===== src/hdl/hvsw_pkg.sv =====
// constants and types shared by the hv status and wake-pin block
`default_nettype none
package hvsw_pkg;
  // ==================================================================
  // clock and timing
  localparam int unsigned CLK_PERIOD_NS = 25;
  localparam int unsigned XFER_NS = 10_000;
  localparam int unsigned XFER_CYC = (XFER_NS + CLK_PERIOD_NS - 1) /
                                     CLK_PERIOD_NS;
  localparam longint unsigned MONO_MS = 1300;
  localparam int unsigned MONO_CYC = int'((MONO_MS * 64'd1_000_000) /
                                          CLK_PERIOD_NS);
  localparam int unsigned WSHORT_US = 400;
  localparam int unsigned WSHORT_CYC = (WSHORT_US * 1000 +
                                        CLK_PERIOD_NS - 1) / CLK_PERIOD_NS;
  // ==================================================================
  // command port layout and register indices
  localparam int CMD_SEL_LSB = 0;
  localparam int CMD_WR_BIT = 3;
  localparam logic [1:0] REG_CFG_FIRST = 2'h0;
  localparam logic [1:0] REG_CFG_SECOND = 2'h1;
  localparam logic [1:0] REG_LIVE_MON = 2'h2;
  localparam logic [1:0] REG_CHG_STA = 2'h3;
  // ==================================================================
  // configuration fields
  localparam int CF1_LVF_EN = 2;
  localparam int CF1_PSM_EN = 3;
  localparam int CF1_WAKE_REQ = 4;
  localparam int CF2_MONO_DIS = 1;
  localparam int CF2_REENABLE = 3;
  localparam int CF2_WAKE_IN = 4;
  localparam logic [7:0] CFG_FIRST_RST = 8'h00;
  localparam logic [7:0] CFG_SECOND_RST = 8'h00;
  localparam logic [7:0] CHG_STA_RST = 8'h00;
  // ==================================================================
  // monitor and status bit positions
  localparam int MON_WAKE_RB = 7;
  localparam int MON_THERM = 6;
  localparam int MON_AUX_RB = 5;
  localparam int MON_BUF = 4;
  localparam int MON_LVF = 3;
  localparam int ST_PSM = 5;
  localparam int ST_WAKE_EDGE = 4;
  localparam int ST_THERM = 3;
  localparam int ST_BUS_SC = 2;
  localparam int ST_AUX_SC = 1;
  localparam int ST_WAKE_SC = 0;
  // synchronised input vector positions
  localparam int SI_WAKE = 0;
  localparam int SI_AUX = 1;
  localparam int SI_THERM = 2;
  localparam int SI_BUS_SC = 3;
  localparam int SI_AUX_SC = 4;
  localparam int SI_WAKE_OC = 5;
  localparam int SI_SUP_LOW = 6;
  localparam int SI_CORE_LOW = 7;
  localparam int SI_BUF = 8;
  localparam int SI_W = 9;
  typedef enum logic [1:0] {XF_IDLE, XF_HOST, XF_AUTO} hvsw_xfer_t;
endpackage : hvsw_pkg
`default_nettype wire


===== src/hdl/hvsw_tmr_if.sv =====
// run/done carrier between the block and its interval timers
`default_nettype none
interface hvsw_tmr_if;
  logic run;
  logic done;
  modport ctl (output run, input done);
  modport tmr (input run, output done);
endinterface : hvsw_tmr_if
`default_nettype wire


===== src/hdl/hvsw_timer.sv =====
// interval timer: done while run has lasted LIMIT cycles
`default_nettype none
module hvsw_timer #(
  parameter int unsigned LIMIT = 16
) (
  // clock and reset
  input wire logic mclk_in,
  input wire logic srst_in,
  // run and done
  hvsw_tmr_if.tmr t
);
  logic [31:0] cnt_q;
  assign t.done = t.run && (cnt_q == 32'(LIMIT - 1));
  always_ff @(posedge mclk_in) begin
    if (srst_in || !t.run) begin
      cnt_q <= 32'h0000_0000;
    end else if (!t.done) begin
      cnt_q <= cnt_q + 32'h0000_0001;
    end
  end
endmodule : hvsw_timer
`default_nettype wire


===== src/hdl/hvsw_sync.sv =====
// two-flop synchroniser for pin and analog levels
`default_nettype none
module hvsw_sync #(
  parameter int W = 1
) (
  // clock and reset
  input wire logic mclk_in,
  input wire logic srst_in,
  // levels
  input wire logic [W-1:0] d_in,
  output logic [W-1:0] q_out
);
  logic [W-1:0] meta_q;
  always_ff @(posedge mclk_in) begin
    if (srst_in) begin
      meta_q <= '0;
      q_out <= '0;
    end else begin
      meta_q <= d_in;
      q_out <= meta_q;
    end
  end
endmodule : hvsw_sync
`default_nettype wire


===== src/hdl/hvsw_top.sv =====
// hv status, change-status and wake-pin logic behind command/data port
// What this block does
// input mode shows wake pin on monitor bit7
// overtemperature status bit; shutdown kills all drivers
// monitor bit6 set after thermal shutdown
// readback mode shows aux pin on bit5
// monitor bit4 mirrors converter buffer enable
// low-voltage flag, gated, drops below 2.1V
// bus short monitor flag, cleared by re-enable
// aux short monitor flag, cleared by re-enable
// monitor bit0 flags wake driver short
// change-status captures monitor changes, resets zero
// interrupt auto-copies change-status into data port
// change-status bits 7..6 read zero
// supply monitor bit live, enable gated
// wake edges in input mode interrupt
// bus short sets status, disables driver
// aux short status bit cleared on read
// wake short sets change-status bit0
// wake request is first config bit4
// wake output follows write after transfer
// monoflop drops wake after 1.3 s
// persistent wake overcurrent flags and interrupts
// thermal off wake until re-enable
// intervals counted on core clock
// busy bit high for 10 us transfer
`default_nettype none
module hvsw_top #(
  parameter int unsigned MONO_CYCLES = hvsw_pkg::MONO_CYC,
  parameter int unsigned WSHORT_CYCLES = hvsw_pkg::WSHORT_CYC
) (
  // clock and reset
  input wire logic mclk_in,
  input wire logic srst_in,
  // command and data ports
  input wire logic cmd_wr_in,
  input wire logic [7:0] cmd_wdata_in,
  input wire logic dat_wr_in,
  input wire logic [7:0] dat_wdata_in,
  output logic cmd_busy_out,
  output logic [7:0] dat_rdata_out,
  output logic hv_irq_out,
  // analog status levels
  input wire logic thermal_in,
  input wire logic bus_short_in,
  input wire logic aux_short_in,
  input wire logic wake_oc_in,
  input wire logic supply_low_in,
  input wire logic core_low_in,
  input wire logic adc_buf_en_in,
  // pins
  input wire logic wake_pin_in,
  output logic wake_pin_out,
  output logic wake_pin_oe_out,
  input wire logic aux_pin_in,
  output logic bus_drv_en_out,
  output logic aux_drv_en_out
);
  import hvsw_pkg::*;

  function automatic logic [1:0] sel_of(input logic [7:0] c);
    sel_of = c[CMD_SEL_LSB +: 2];
  endfunction : sel_of

  // ==================================================================
  // input synchronisation
  logic [SI_W-1:0] si;
  logic [SI_W-1:0] si_prev_q;
  logic [SI_W-1:0] si_rise;
  hvsw_sync #(.W(SI_W)) u_sync (
    .mclk_in(mclk_in),
    .srst_in(srst_in),
    .d_in({adc_buf_en_in, core_low_in, supply_low_in, wake_oc_in,
           aux_short_in, bus_short_in, thermal_in, aux_pin_in,
           wake_pin_in}),
    .q_out(si)
  );
  always_ff @(posedge mclk_in) begin
    if (srst_in) begin
      si_prev_q <= '0;
    end else begin
      si_prev_q <= si;
    end
  end
  assign si_rise = si & ~si_prev_q;

  // ==================================================================
  // timers
  hvsw_tmr_if xf_t ();
  hvsw_tmr_if mono_t ();
  hvsw_tmr_if wsc_t ();
  hvsw_timer #(.LIMIT(XFER_CYC)) u_xf_tmr (
    .mclk_in(mclk_in), .srst_in(srst_in), .t(xf_t.tmr));
  hvsw_timer #(.LIMIT(MONO_CYCLES)) u_mono_tmr (
    .mclk_in(mclk_in), .srst_in(srst_in), .t(mono_t.tmr));
  hvsw_timer #(.LIMIT(WSHORT_CYCLES)) u_wsc_tmr (
    .mclk_in(mclk_in), .srst_in(srst_in), .t(wsc_t.tmr));

  // ==================================================================
  // transfer sequencer
  hvsw_xfer_t st_q;
  logic busy_q;
  logic [7:0] cmd_q;
  logic auto_pend_q;
  logic sta_evt;
  logic start_host;
  logic start_auto;
  logic fin_host;
  logic fin_auto;
  logic host_wr;
  logic sta_rd;
  logic reen;

  assign start_host = !busy_q && cmd_wr_in;
  assign start_auto = !busy_q && !cmd_wr_in && (auto_pend_q || sta_evt);
  assign fin_host = busy_q && xf_t.done && (st_q == XF_HOST);
  assign fin_auto = busy_q && xf_t.done && (st_q == XF_AUTO);
  assign host_wr = fin_host && cmd_q[CMD_WR_BIT];
  assign sta_rd = fin_auto ||
                  (fin_host && !cmd_q[CMD_WR_BIT] &&
                   sel_of(cmd_q) == REG_CHG_STA);
  assign xf_t.run = busy_q;

  always_ff @(posedge mclk_in) begin
    if (srst_in) begin
      st_q <= XF_IDLE;
      busy_q <= 1'b0;
      cmd_q <= 8'h00;
    end else begin
      case (st_q)
        XF_IDLE: begin
          if (start_host) begin
            cmd_q <= cmd_wdata_in;
            st_q <= XF_HOST;
            busy_q <= 1'b1;
          end else if (start_auto) begin
            st_q <= XF_AUTO;
            busy_q <= 1'b1;
          end
        end
        XF_HOST, XF_AUTO: begin
          if (xf_t.done) begin
            st_q <= XF_IDLE;
            busy_q <= 1'b0;
          end
        end
        default: begin
          st_q <= XF_IDLE;
          busy_q <= 1'b0;
        end
      endcase
    end
  end

  always_ff @(posedge mclk_in) begin
    if (srst_in) begin
      auto_pend_q <= 1'b0;
    end else begin
      auto_pend_q <= (auto_pend_q || sta_evt) && !start_auto;
    end
  end

  // ==================================================================
  // configuration registers
  logic [7:0] cfg1_q;
  logic [7:0] cfg2_q;
  logic [7:0] dat_q;
  logic mono_done;
  assign mono_done = mono_t.done;
  assign reen = host_wr && sel_of(cmd_q) == REG_CFG_SECOND &&
                dat_q[CF2_REENABLE];

  always_ff @(posedge mclk_in) begin
    if (srst_in) begin
      cfg1_q <= CFG_FIRST_RST;
      cfg2_q <= CFG_SECOND_RST;
    end else begin
      if (host_wr && sel_of(cmd_q) == REG_CFG_FIRST) begin
        cfg1_q <= dat_q;
      end else if (mono_done) begin
        cfg1_q[CF1_WAKE_REQ] <= 1'b0;
      end
      if (host_wr && sel_of(cmd_q) == REG_CFG_SECOND) begin
        cfg2_q <= dat_q & ~(8'h01 << CF2_REENABLE);
      end
    end
  end

  // ==================================================================
  // live monitor
  logic therm_q;
  logic bus_sc_q;
  logic aux_sc_q;
  logic wsc_q;
  logic lvf_q;
  logic lvf_en_prev_q;
  logic wsc_set;
  logic lvf_en;
  logic in_mode;
  logic [7:0] mon;
  assign lvf_en = cfg1_q[CF1_LVF_EN];
  assign in_mode = cfg2_q[CF2_WAKE_IN];
  assign wsc_set = wsc_t.done && !wsc_q;

  always_ff @(posedge mclk_in) begin
    if (srst_in) begin
      therm_q <= 1'b0;
      bus_sc_q <= 1'b0;
      aux_sc_q <= 1'b0;
      wsc_q <= 1'b0;
    end else begin
      therm_q <= si_rise[SI_THERM] || (therm_q && !reen);
      bus_sc_q <= si_rise[SI_BUS_SC] || (bus_sc_q && !reen);
      aux_sc_q <= si_rise[SI_AUX_SC] || (aux_sc_q && !reen);
      wsc_q <= wsc_set || (wsc_q && !reen);
    end
  end

  always_ff @(posedge mclk_in) begin
    if (srst_in) begin
      lvf_q <= 1'b0;
      lvf_en_prev_q <= 1'b0;
    end else begin
      lvf_en_prev_q <= lvf_en;
      if (!lvf_en) begin
        lvf_q <= 1'b0;
      end else if (si[SI_CORE_LOW]) begin
        lvf_q <= 1'b0;
      end else if (!lvf_en_prev_q) begin
        lvf_q <= 1'b1;
      end
    end
  end

  always_comb begin
    mon = {in_mode && si[SI_WAKE],
           therm_q,
           in_mode && si[SI_AUX],
           si[SI_BUF],
           lvf_q,
           bus_sc_q, aux_sc_q, wsc_q};
  end

  // ==================================================================
  // change-status register
  logic [4:0] sta_q;
  logic [4:0] sta_set;
  logic [7:0] sta_view;
  logic psm_bit;
  logic psm_rise;
  assign psm_bit = cfg1_q[CF1_PSM_EN] && si[SI_SUP_LOW];
  assign psm_rise = cfg1_q[CF1_PSM_EN] && si_rise[SI_SUP_LOW];
  assign sta_set = {in_mode && (si[SI_WAKE] != si_prev_q[SI_WAKE]),
                    si_rise[SI_THERM],
                    si_rise[SI_BUS_SC],
                    si_rise[SI_AUX_SC],
                    wsc_set};
  assign sta_view = {2'b00, psm_bit, sta_q};
  assign sta_evt = (|sta_set) || psm_rise;

  always_ff @(posedge mclk_in) begin
    if (srst_in) begin
      sta_q <= CHG_STA_RST[4:0];
    end else begin
      sta_q <= (sta_rd ? 5'h00 : sta_q) | sta_set;
    end
  end

  // ==================================================================
  // data port
  always_ff @(posedge mclk_in) begin
    if (srst_in) begin
      dat_q <= 8'h00;
    end else if (fin_auto) begin
      dat_q <= sta_view;
    end else if (fin_host && !cmd_q[CMD_WR_BIT]) begin
      case (sel_of(cmd_q))
        REG_CFG_FIRST: dat_q <= cfg1_q;
        REG_CFG_SECOND: dat_q <= cfg2_q;
        REG_LIVE_MON: dat_q <= mon;
        default: dat_q <= sta_view;
      endcase
    end else if (dat_wr_in && !busy_q) begin
      dat_q <= dat_wdata_in;
    end
  end

  // ==================================================================
  // drivers and outputs
  logic wake_drv;
  logic wake_oe_q;
  logic bus_en_q;
  logic aux_en_q;
  logic irq_q;
  assign wake_drv = cfg1_q[CF1_WAKE_REQ] && !in_mode && !therm_q &&
                    !wsc_q;
  assign mono_t.run = wake_oe_q && !cfg2_q[CF2_MONO_DIS];
  assign wsc_t.run = wake_oe_q && si[SI_WAKE_OC];

  always_ff @(posedge mclk_in) begin
    if (srst_in) begin
      wake_oe_q <= 1'b0;
      bus_en_q <= 1'b0;
      aux_en_q <= 1'b0;
      irq_q <= 1'b0;
    end else begin
      wake_oe_q <= wake_drv;
      bus_en_q <= !bus_sc_q && !therm_q;
      aux_en_q <= !aux_sc_q && !therm_q;
      irq_q <= sta_evt;
    end
  end

  assign cmd_busy_out = busy_q;
  assign dat_rdata_out = dat_q;
  assign hv_irq_out = irq_q;
  assign wake_pin_out = wake_oe_q;
  assign wake_pin_oe_out = wake_oe_q;
  assign bus_drv_en_out = bus_en_q;
  assign aux_drv_en_out = aux_en_q;

  // ==================================================================
  // assertions
  localparam int XF_N = int'(XFER_CYC);
endmodule : hvsw_top
`default_nettype wire


===== config.mk =====
export PLATFORM = sky130hd
export DESIGN_NAME = hvsw_top
export DESIGN_NICKNAME = d
export VERILOG_FILES = /design/src/hdl/hvsw_pkg.sv /design/src/hdl/hvsw_tmr_if.sv /design/src/hdl/hvsw_timer.sv /design/src/hdl/hvsw_sync.sv /design/src/hdl/hvsw_top.sv
export SDC_FILE = /design/constraint.sdc
export NUM_CORES = 1
export LEC_CHECK = 0
export BUFFER_PORTS_ARGS = -buffer_cell sky130_fd_sc_hd__buf_4
export CORE_ASPECT_RATIO = 1.25
export CORE_MARGIN = 10
export CORE_UTILIZATION = 45
export CTS_CLUSTER_DIAMETER = 200
export CTS_CLUSTER_SIZE = 12
export DETAILED_ROUTE_END_ITERATION = 6
export HOLD_SLACK_MARGIN = 0.03
export PLACE_DENSITY = 0.63
export SLEW_MARGIN = 5
export SYNTH_ARGS = -nofsm -noshare
export SYNTH_HDL_FRONTEND = slang
export SYNTH_SLANG_ARGS = --single-unit

===== constraint.sdc =====
create_clock -name mclk_in -period 5.35 [get_ports mclk_in]
set_input_delay 0 -clock mclk_in [delete_from_list [all_inputs] [get_ports mclk_in]]
set_output_delay 0 -clock mclk_in [all_outputs]
set_load 0.03 [all_outputs]

* Word-level counts from Yosys, hierarchy flattened
Cells that the tools add are included.
Word-level totals: bits in registers 167, latch bits 0, RAM bits 0, memory bits (read-only) 0, input port bits 29, word-level logic and storage cells 127, memories 0
Operators by class: add/sub/neg operators 3, multipliers 0, divide/modulo/power cells 0, magnitude comparators 0, eq/ne operators 11, shift operators 0, multiplexer cells 15, bitwise operators 4, reduce and logical (&&, ||, !) cells 68
Operators with widths (number):
- 32-bit by 1-bit adder with 32-bit output, second input constant | 3
- 1-bit logical AND | 34
- 32-bit by 14-bit equality test with 1-bit output, second input constant | 1
- 32-bit by 26-bit equality test with 1-bit output, second input constant | 1
- 32-bit by 9-bit equality test with 1-bit output, second input constant | 1
- 8-bit one-hot mux with 3 select lines | 1
- 8-bit 2-to-1 mux | 2
- 1-bit zero test | 13
- 1-bit logical OR | 10
- 7-bit AND | 1
- 7-bit inverter | 1
- 2-bit equality test, second input constant | 3
- 2-bit 2-to-1 mux | 3
- 6-bit 2-to-1 mux | 1
- 1-bit 2-to-1 mux | 5
- 5-bit 2-to-1 mux | 1
- 5-bit OR | 1
- 5-bit OR reduction | 1
- 2-bit by 1-bit equality test with 1-bit output, second input constant | 2
- 2-bit zero test | 2
- 2-bit one-hot mux with 2 select lines | 1
- 2-bit AND reduction | 2
- 2-bit nonzero test | 2
- 2-bit OR reduction | 2
- 7 further kinds | 7

* Depth between registers and ports, before layout
Gate-level depths: netlist (run 1).
depth after elaboration 10, gate-level depth with buffers 9, gate-level depth less buffers 7

* Hierarchy
Synthesis (run 1) repeated with hierarchy kept, for this count alone.
Unflattened totals: cells, all modules 834, area, all modules 7512.2 um2
Modules (own cells, without submodules):
- hvsw_top | instances 1, cells an instance 239, area each 2260.9 um2, seq. area each 1001.0 um2
- hvsw_timer at u_wsc_tmr | instances 1, cells an instance 199, area each 1712.9 um2, seq. area each 640.6 um2
- hvsw_timer at u_mono_tmr | instances 1, cells an instance 177, area each 1541.5 um2, seq. area each 640.6 um2
- hvsw_timer at u_xf_tmr | instances 1, cells an instance 182, area each 1507.7 um2, seq. area each 640.6 um2
- hvsw_sync | instances 1, cells an instance 37, area each 489.2 um2, seq. area each 360.3 um2

* Least setup slack after synthesis (run 1)
OpenSTA, ideal clock, no wires.
kind reg2reg, start register busy_q, in the netlist cmd_busy_out, end register sta_q[0], library setup time 0.134 ns, data arrival time 2.056 ns, required time 5.216 ns, slack 3.160 ns, stages on the path, launching flop included 8, path buffers 2, period minus slack after synthesis 2.190 ns, cells stage by stage dfxtp_1 -> nor4b_2 -> nand4_1 -> or3_1 -> clkbuf_1 -> clkbuf_1 -> o21ai_0 -> a21oi_1
Between the ends: cells in the longest elaborated chain, start to end 8, elaborated cells on any way between the ends 9, those cells by class mux (1); bitwise (1); reduce/logical (7)
Ends and longest elaborated chain:
- start: declaration | line hvsw_top.sv:102 | logic busy_q;
- start signal: assignment | line hvsw_top.sv:127 | busy_q <= 1'b0;
- start signal: assignment | line hvsw_top.sv:135 | busy_q <= 1'b1;
- start signal: assignment | line hvsw_top.sv:138 | busy_q <= 1'b1;
- 1-bit logical AND | line hvsw_timer.sv:13 | assign t.done = t.run && (cnt_q == 32'(LIMIT - 1));
- 1-bit logical AND * | line hvsw_top.sv:116, hvsw_top.sv:117
- 1-bit logical AND | line hvsw_top.sv:116 | assign fin_host = busy_q && xf_t.done && (st_q == XF_HOST);
- 1-bit logical AND (2 in a row) | line hvsw_top.sv:120 | (fin_host && !cmd_q[CMD_WR_BIT] &&
- 1-bit logical OR * | line hvsw_top.sv:119 | assign sta_rd = fin_auto ||
- 5-bit 2-to-1 mux * | line hvsw_top.sv:265 | sta_q <= (sta_rd ? 5'h00 : sta_q) | sta_set;
- 5-bit OR * | line hvsw_top.sv:265
- end signal: assignment | line hvsw_top.sv:263 | sta_q <= CHG_STA_RST[4:0];
- end signal: assignment | line hvsw_top.sv:265
- end: declaration | line hvsw_top.sv:246 | logic [4:0] sta_q;
Every way passes the cells marked *; elsewhere a longest branch is shown, timed or not. A chain may end at the register's enable or synchronous reset.

* Worst setup path after layout (run 1)
start register u_xf_tmr.cnt_q[27], end register dat_q[5], in the netlist dat_rdata_out[5]
Between the ends: cells in the longest elaborated chain, start to end 7, elaborated cells on any way between the ends 9, those cells by class eq/ne (1); mux (2); reduce/logical (6)
Ends and longest elaborated chain:
- start: declaration | line hvsw_timer.sv:12 | logic [31:0] cnt_q;
- start signal: assignment | line hvsw_timer.sv:18 | cnt_q <= cnt_q + 32'h0000_0001;
- 32-bit by 9-bit equality test with 1-bit output * | line hvsw_timer.sv:13
- 1-bit logical AND * | line hvsw_timer.sv:13
- 1-bit logical AND * | line hvsw_top.sv:116, hvsw_top.sv:117
- 1-bit logical AND | line hvsw_top.sv:116
- 1-bit logical AND | line hvsw_top.sv:276 | end else if (fin_host && !cmd_q[CMD_WR_BIT]) begin
- 8-bit 2-to-1 mux | line hvsw_top.sv:276
- 6-bit 2-to-1 mux | line hvsw_top.sv:274 | end else if (fin_auto) begin
- end signal: assignment | line hvsw_top.sv:275 | dat_q <= sta_view;
- end signal: assignment | line hvsw_top.sv:278 | REG_CFG_FIRST: dat_q <= cfg1_q;
- end signal: assignment | line hvsw_top.sv:279 | REG_CFG_SECOND: dat_q <= cfg2_q;
- end: declaration | line hvsw_top.sv:167 | logic [7:0] dat_q;
Marked as above.

==> metrics.md, run 1 <==
| Metric | Value |
|---|---|
| DIE AREA | 22100 um2 |
| Cts repair resizes | 0 |
| Clock Latency Late Sink | 440 ps |
| Area of the core | 16200 um2 |
| DR pass1 iterations | 5 |
| Clock Pin Slew Worst Setup and Hold Paths | 70 ps |
| Leakage | 2.85 nW |
| Critical Path Sink Type | register |
| Row count | 52 |
| Peak supply drop | 0.000220 V |
| Via density | roughly 5.5 |
| RSZ-0062 raised after global routing | false |
| Final RePlAce weighted congestion | 0.790 |
| Synth area leaders | dfxtp_1 44%, xnor2_1 4.6%, nor2_1 4.2% |
| Syn Inst Count | 863 |
| Power Dens Cells | 328 nW/um2 |
| Yosys warns | 0 |
| First-pass GRT wire length | 28600 um |
| Core Util, Final | 0.531 |
| Setup TNS | 0 ps |
| Post-CTS Setup Repair Bufs | 0 |
| Max-slew headroom | 0.269 |
| Largest net degree at the start of global routing | 66 |
| IO Pins | 43 |
| # nets final | 932 |
| Final hold viol count | 0 |
| Status | complete, no violations |
| Final setup violation count | 0 |
| WHS Path Cells | 2 |
| Max_cap viols | 0 |
| Worst min-delay path endpoint | cfg2_q[7] |
| Number of routed nets with antenna violations | 0 |
| Post-synth top flop | dfxtp_1 |
| Startpoint Class | register |
| CTS buffer count | 17 |
| Clock Path Buffers | 2 |
| Post-route DRC | 0 |
| Fmax | 0.383 GHz |
| Slew Limit Fails | 0 |
| Setup Crit Path Kind | register to register |
| Worst EP required | 5710 ps |
| Layout filler cell count | 1516 |
| Clock H-tree levels | 4 |
| Die W | roughly 130 um |
| Vias in the first global route | 5922 |
| RR Startpoint | u_xf_tmr.cnt_q[27] |
| Hold Slack | 74.1 ps |
| Fin crit period | around 2600 ps |
| ANT cells | 0 |
| Total Routing Usage GR | 0.157 |
| Port bufs | 37 |
| CTS tree | done |
| Hold_sp | srst_in |
| Skew final | 11.9 ps |
| Initial Util | 0.459 |
| Finished Layout Cells | 1126 |
| CTS Hold Bufs | 21 |
| Path depth of the worst reg2reg path | 5 |
| Yosys reg bits | 164 |
| Cell variety after synth | between 60 and 70 |
| Total Wirelength | 16700 um |
| Worst-Margin Slew | around 1100 ps |
| Root Driver | clkbuf_16 |
| TritonCTS Sinks | about 160 |
| 1st-iter DRT viols | 440 |
| Final instance area | 8600 um2 |
| Hpwl dp | 11100 um |
| Total number of vias | 6210 |
| Layout area overhead | 15.8% |
| Async SR Flop Fraction | 0 |
| R2R Setup Slk | approximately 2700 ps |
| Period utilisation layout | 0.488 |
| Overflow after GRT | 0 |
| Die Ht | 164 um |
| Mapped Nets | 898 |
| Mapped Avg Cell Area | 8.61 um2 |
| Hold Path Class | input pin to register |
| Post-synthesis sequential area ratio | 0.442 |
| Most common cell after layout, fill and taps aside | dfxtp_1 |
| Dpl cell area | 7820 um2 |
| Worst-path fanout max | 9 |
| Layout cells sized above 1 | 0.0978 |
| Wirelength per Cell | 14.9 um |
| Dpl cells | 1073 |
| Synth area leader | dfxtp_1 |
| Post-synth EDFFs | 0 |
| Commonest cells after routing, fill and taps aside | 164 x dfxtp_1, 83 x nor2_1, 57 x nand2_1, 55 x a21oi_1, 46 x nand3_1 |
| Critical path arrival | 2970 ps |
| Initial antenna violation count | 0 |
| Reg2reg end | dat_rdata_out[5] |
| Top-area cell type share of the netlist area | 0.442 |
| Syn Std Cell Area | 7430 um2 |
## power breakdown
group | internal [W] | switching (W) | total, W | leakage, nW
Sequential | 0.00126 | 0.0000544 | 0.00131 | 1.33
Combinational | 0.000127 | 0.000182 | 0.000309 | 1.24
Clock | 0.000633 | 0.000564 | 0.00120 | 0.284
Total | 0.00202 | 0.000800 | 0.00282 | 2.85
## registers in the layout (all words and copies together) (netlist names), 2 cells and up
register	count
cfg1_q	8
cfg2_q	7
cmd_q	3
dat_rdata_out	8
si_prev_q	5
st_q	2
sta_q	5
u_mono_tmr.cnt_q	32
u_sync.meta_q	9
u_sync.q_out	9
u_wsc_tmr.cnt_q	32
u_xf_tmr.cnt_q	32
## worst max-delay path: stages (launching register included)
cell	delay [ps]
dfxtp_1	350
nor4_1	410
nand4_1	360
nor3_1	970
a32oi_1	210
o211ai_1	220
## final cells by class
cell class,instances,area (um2),share of cell area
Multi-Input combinational cell,626,3860,0.449
Inverter,27,101,0.0118
Tap cell,216,270,0.0314
Timing Repair Buffer,61,510,0.0593
Clock inverter,14,133,0.0154
Sequential cell,164,3280,0.382
Clock buffer,18,439,0.0511
## worst max path at each step
stage | end | from | depth (start not counted) | slack [ps]
after floorplan | sta_q[0] | cmd_busy_out | 7 | 3160
after global placement | dat_rdata_out[5] | u_xf_tmr.cnt_q[27] | 5 | 2700
after detailed placement | dat_rdata_out[5] | u_xf_tmr.cnt_q[27] | 5 | 2720
after CTS | dat_rdata_out[5] | u_xf_tmr.cnt_q[27] | 5 | 2700
after global routing | u_xf_tmr.cnt_q[4] | u_xf_tmr.cnt_q[27] | 5 | 2540
final | dat_rdata_out[5] | u_xf_tmr.cnt_q[27] | 5 | 2740
## cell usage after synthesis (3+ instances only)
library cell,instances
nand3_1,46
nand4_1,25
nand3b_1,4
a31oi_1,6
nor3_1,32
and4_1,10
o31ai_1,12
nand2_1,57
xor2_1,9
nand2b_1,7
or4_1,19
a221oi_1,3
nor4_1,22
a211oi_1,3
a2bb2oi_1,5
or3_1,27
nor2b_1,34
xnor2_1,39
o21ai_0,40
o211ai_1,6
dfxtp_1,164
clkbuf_1,30
mux4_2,4
nor2_1,83
mux2i_1,22
a21oi_1,55
and3_1,15
ha_1,6
buf_1,9
inv_1,27
buf_2,5
## cells by family (layout without fill, tap and decap cells)
group | count (synthesis) | after routing | share of synthesized area
and+or+nand+nor | 397 | 397 | 0.288
xor gates and xnor gates | 48 | 48 | 0.0566
adders and majority gates | 6 | 6 | 0.0101
muxes | 26 | 26 | 0.0418
AOI/OAI and AO/OA | 149 | 149 | 0.122
buffers and inverters | 73 | 120 | 0.0392
DFF | 164 | 164 | 0.442
## routing by layer
layer  share of wire  global-route usage  vias to the layer above
li1                -                   -                     3190
met2            0.49               0.263                       95
met3           0.033              0.0393                       15
met1            0.46               0.191                     2910
met4           0.012              0.0570                        0
met5               0                   0                        -
## stage by stage
| stage | power, W | setup WS [ps] |
|---|---|---|
| finish | 0.00282 | 2740 |
| CTS | 0.00284 | 2700 |
| global route | 0.00293 | 2540 |
| detailed placement | 0.00164 | 2720 |
| global placement | 0.00164 | 2700 |
| floorplan | 0.00154 | 3160 |
Power figures use the tool's default switching activity.
==> run 2, diff against run 1 <==
PLACE_DENSITY = 0.65   (was 0.63)
clock period = 2.35 ns   (was 5.35 ns; I/O delays follow)
==> run 2 against run 1 <==
Register-to-register slack worse by 2600 ps; design area is 3.8% higher; non-clock buffer count is 34 higher; first-iteration DRC count is 3.6% higher; hold slack better by 72 ps; highest routed layer unchanged.
==> metrics.md, run 2 (same netlist as run 1, synthesis figures left out) <==
| Metric | Value |
|---|---|
| Die W | 135 um |
| Switching share of power | 0.284 |
| CP cell instances | or4b_1 -> or4b_4 -> nor3_4 -> a211o_1 -> o221a_2 |
| Peak supply drop | approximately 0.00048 V |
| TritonCTS Sinks | around 160 |
| Biggest cell delay along the critical path | 570 ps |
| Clock Path Buffers | 2 |
| Finished Layout Cells | ~1200 |
| Storage cell area | between 3000 and 4000 um2 |
| Initial antenna violation count | 0 |
| Sw power | between 0.0015 and 0.002 W |
| Leakage | between 3 and 4 nW |
| Port bufs | 37 |
| Total number of vias | roughly 6400 |
| Status | complete, no violations |
| Hpwl dp | about 12000 um |
| Wirelength per Cell | approximately 15 um |
| Dpl cells | between 1000 and 1500 |
| Skew final | 10.3 ps |
| Biggest regs | u_mono_tmr.cnt_q: 32 flops, u_wsc_tmr.cnt_q: 32 flops, u_xf_tmr.cnt_q: 32 flops |
| Final hold viol count | 0 |
| Layout filler cell count | 1484 |
| Hold Path Class | input pin to register |
| ANT cells | 0 |
| Power Dens Cells | 747 nW/um2 |
| Clock Power Share | 0.434 |
| Final instance area | 8930 um2 |
| Via density | 5.51 |
| 1st-iter DRT viols | 456 |
| Fin crit period | 2250 ps |
| Layout area overhead | 20.2% |
| R2R Setup Slk | around 100 ps |
| IO Pins | 43 |
| Worst EP required | between 2000 and 3000 ps |
| Hold_sp | srst_in |
| Path depth of the worst reg2reg path | 5 |
| First-pass GRT wire length | roughly 30000 um |
| Clock H-tree levels | 4 |
| # nets final | 966 |
| Total Power | roughly 0.0067 W |
| Fmax | 0.445 GHz |
| Overflow after GRT | 0 |
| Final setup violation count | 0 |
| Worst-path fanout max | 7 |
| Core Util, Final | 0.551 |
| Clock Pin Slew Worst Setup and Hold Paths | 70 ps |
| Total Routing Usage GR | 0.162 |
| WHS Path Cells | 4 |
| Total Wirelength | 17200 um |
| Final RePlAce weighted congestion | 0.864 |
| Layout cells sized above 1 | 0.132 |
| Crit-path leading delay family | simple AND/OR/NAND/NOR gates |
| Worst min-delay path endpoint | bus_sc_q |
| Vias in the first global route | 6216 |
| Startpoint Class | register |
| CTS buffer count | 17 |
| Root Driver | clkbuf_16 |
| Reg2reg end | cmd_busy_out |
| Number of routed nets with antenna violations | 0 |
| Die Ht | 164 um |
| Dpl cell area | 8070 um2 |
| Critical path's slowest cell | or4b_1 |
| CTS tree | done |
| Largest net degree at the start of global routing | 65 |
| RR Startpoint | u_wsc_tmr.cnt_q[30] |
| Max_cap viols | 0 |
| Area of the core | around 16000 um2 |
| Clock Latency Late Sink | 430 ps |
| Max-slew headroom | 0.556 |
| Comb power frac | 0.121 |
| Crit path buffers/inverters | 0 |
| Critical Path Sink Type | register |
| Commonest cells after routing, fill and taps aside | 163 x dfxtp_1, 83 x nor2_1, 73 x buf_4, 57 x nand2_1, 55 x a21oi_1 |
| Setup Crit Path Kind | register to register |
| Reg power frac | 0.445 |
| Power Internal | 0.00478 W |
| DR pass1 iterations | 5 |
| Worst-Margin Slew | 665 ps |
| Most common cell after layout, fill and taps aside | dfxtp_1 |
| Hold Slack | between 100 and 150 ps |
| Area occupied by multi-input gates | slightly below 4000 um2 |
| Row count | 52 |
| DIE AREA | between 20000 and 25000 um2 |
| Period utilisation layout | 0.956 |
| Critical path arrival | 2630 ps |
| Initial Util | 0.459 |
| Post-route DRC | 0 |
| Slew Limit Fails | 0 |
==> run 2: cell types whose count changed in the layout (fill, tap and decap cells not counted), sizes merged <==
cell,before,now
buf,40,74
clkinvlp,1,0
inv,39,37
clkinv,1,4
bufinv,0,1
clkbuf,18,17
==> run 2: cell type report <==
class                           count  area share
Multi-Input combinational cell    626       0.433
Sequential cell                   164       0.368
Timing Repair Buffer               95      0.0871
Clock buffer                       17      0.0476
Tap cell                          216      0.0303
Clock inverter                     15      0.0224
Inverter                           27      0.0113
==> run 2: metal layers <==
metal,GRT usage,share of wire,routed length [um],vias to the layer above
met4,0.0545,0.017,290,0
li1,-,-,-,3255
met1,0.197,0.46,7870,2998
met3,0.0341,0.037,632,21
met5,0,0,0,-
met2,0.276,0.49,8370,114
==> run 2: worst max-delay path by stage <==
stage / from / endpoint / slack (ps) / cells past startpoint
2_1_floorplan: cmd_busy_out / sta_q[0] / 160 / 7
5_1_grt: u_wsc_tmr.cnt_q[30] / u_wsc_tmr.cnt_q[3] / -7 / 6
3_5_place_dp: u_xf_tmr.cnt_q[16] / dat_rdata_out[5] / 110 / 6
6_report: u_wsc_tmr.cnt_q[30] / cmd_busy_out / 100 / 5
4_1_cts: u_xf_tmr.cnt_q[17] / dat_rdata_out[5] / 80 / 6
3_3_place_gp: u_xf_tmr.cnt_q[17] / dat_rdata_out[5] / 160 / 6
==> run 2: tightest hold or removal path, stage by stage <==
cell and delay [ps]:
buf_4 90, inv_1 230, o21ai_0 160, a31oi_1 50
==> run 2: per-stage QoR <==
step	worst slack (ps)	setup TNS [ps]
after floorplan	160	0
after global placement	160	0
after detailed placement	108	0
after CTS	76.7	0
after global routing	-6.92	-7.59
final	103	0
==> run 2: power groups by stage <==
stage | Combinational, W | Sequential (W) | Clock, W
global placement | 0.000762 | 0.00303 | 0
CTS | 0.000802 | 0.00297 | 0.00296
floorplan | 0.000457 | 0.00305 | 0
finish | 0.000810 | 0.00297 | 0.00290
global route | 0.000894 | 0.00298 | 0.00307
detailed placement | 0.000768 | 0.00303 | 0
==> run 2: repair_timing <==
action | 4_1_cts | 5_1_grt
buffers inserted | 0 | 3
hold buffers | 21 | 0
endpoints found under the hold margin | 22 | 0
endpoints found under the setup margin | 0 | 4
gates resized for setup | 0 | 2
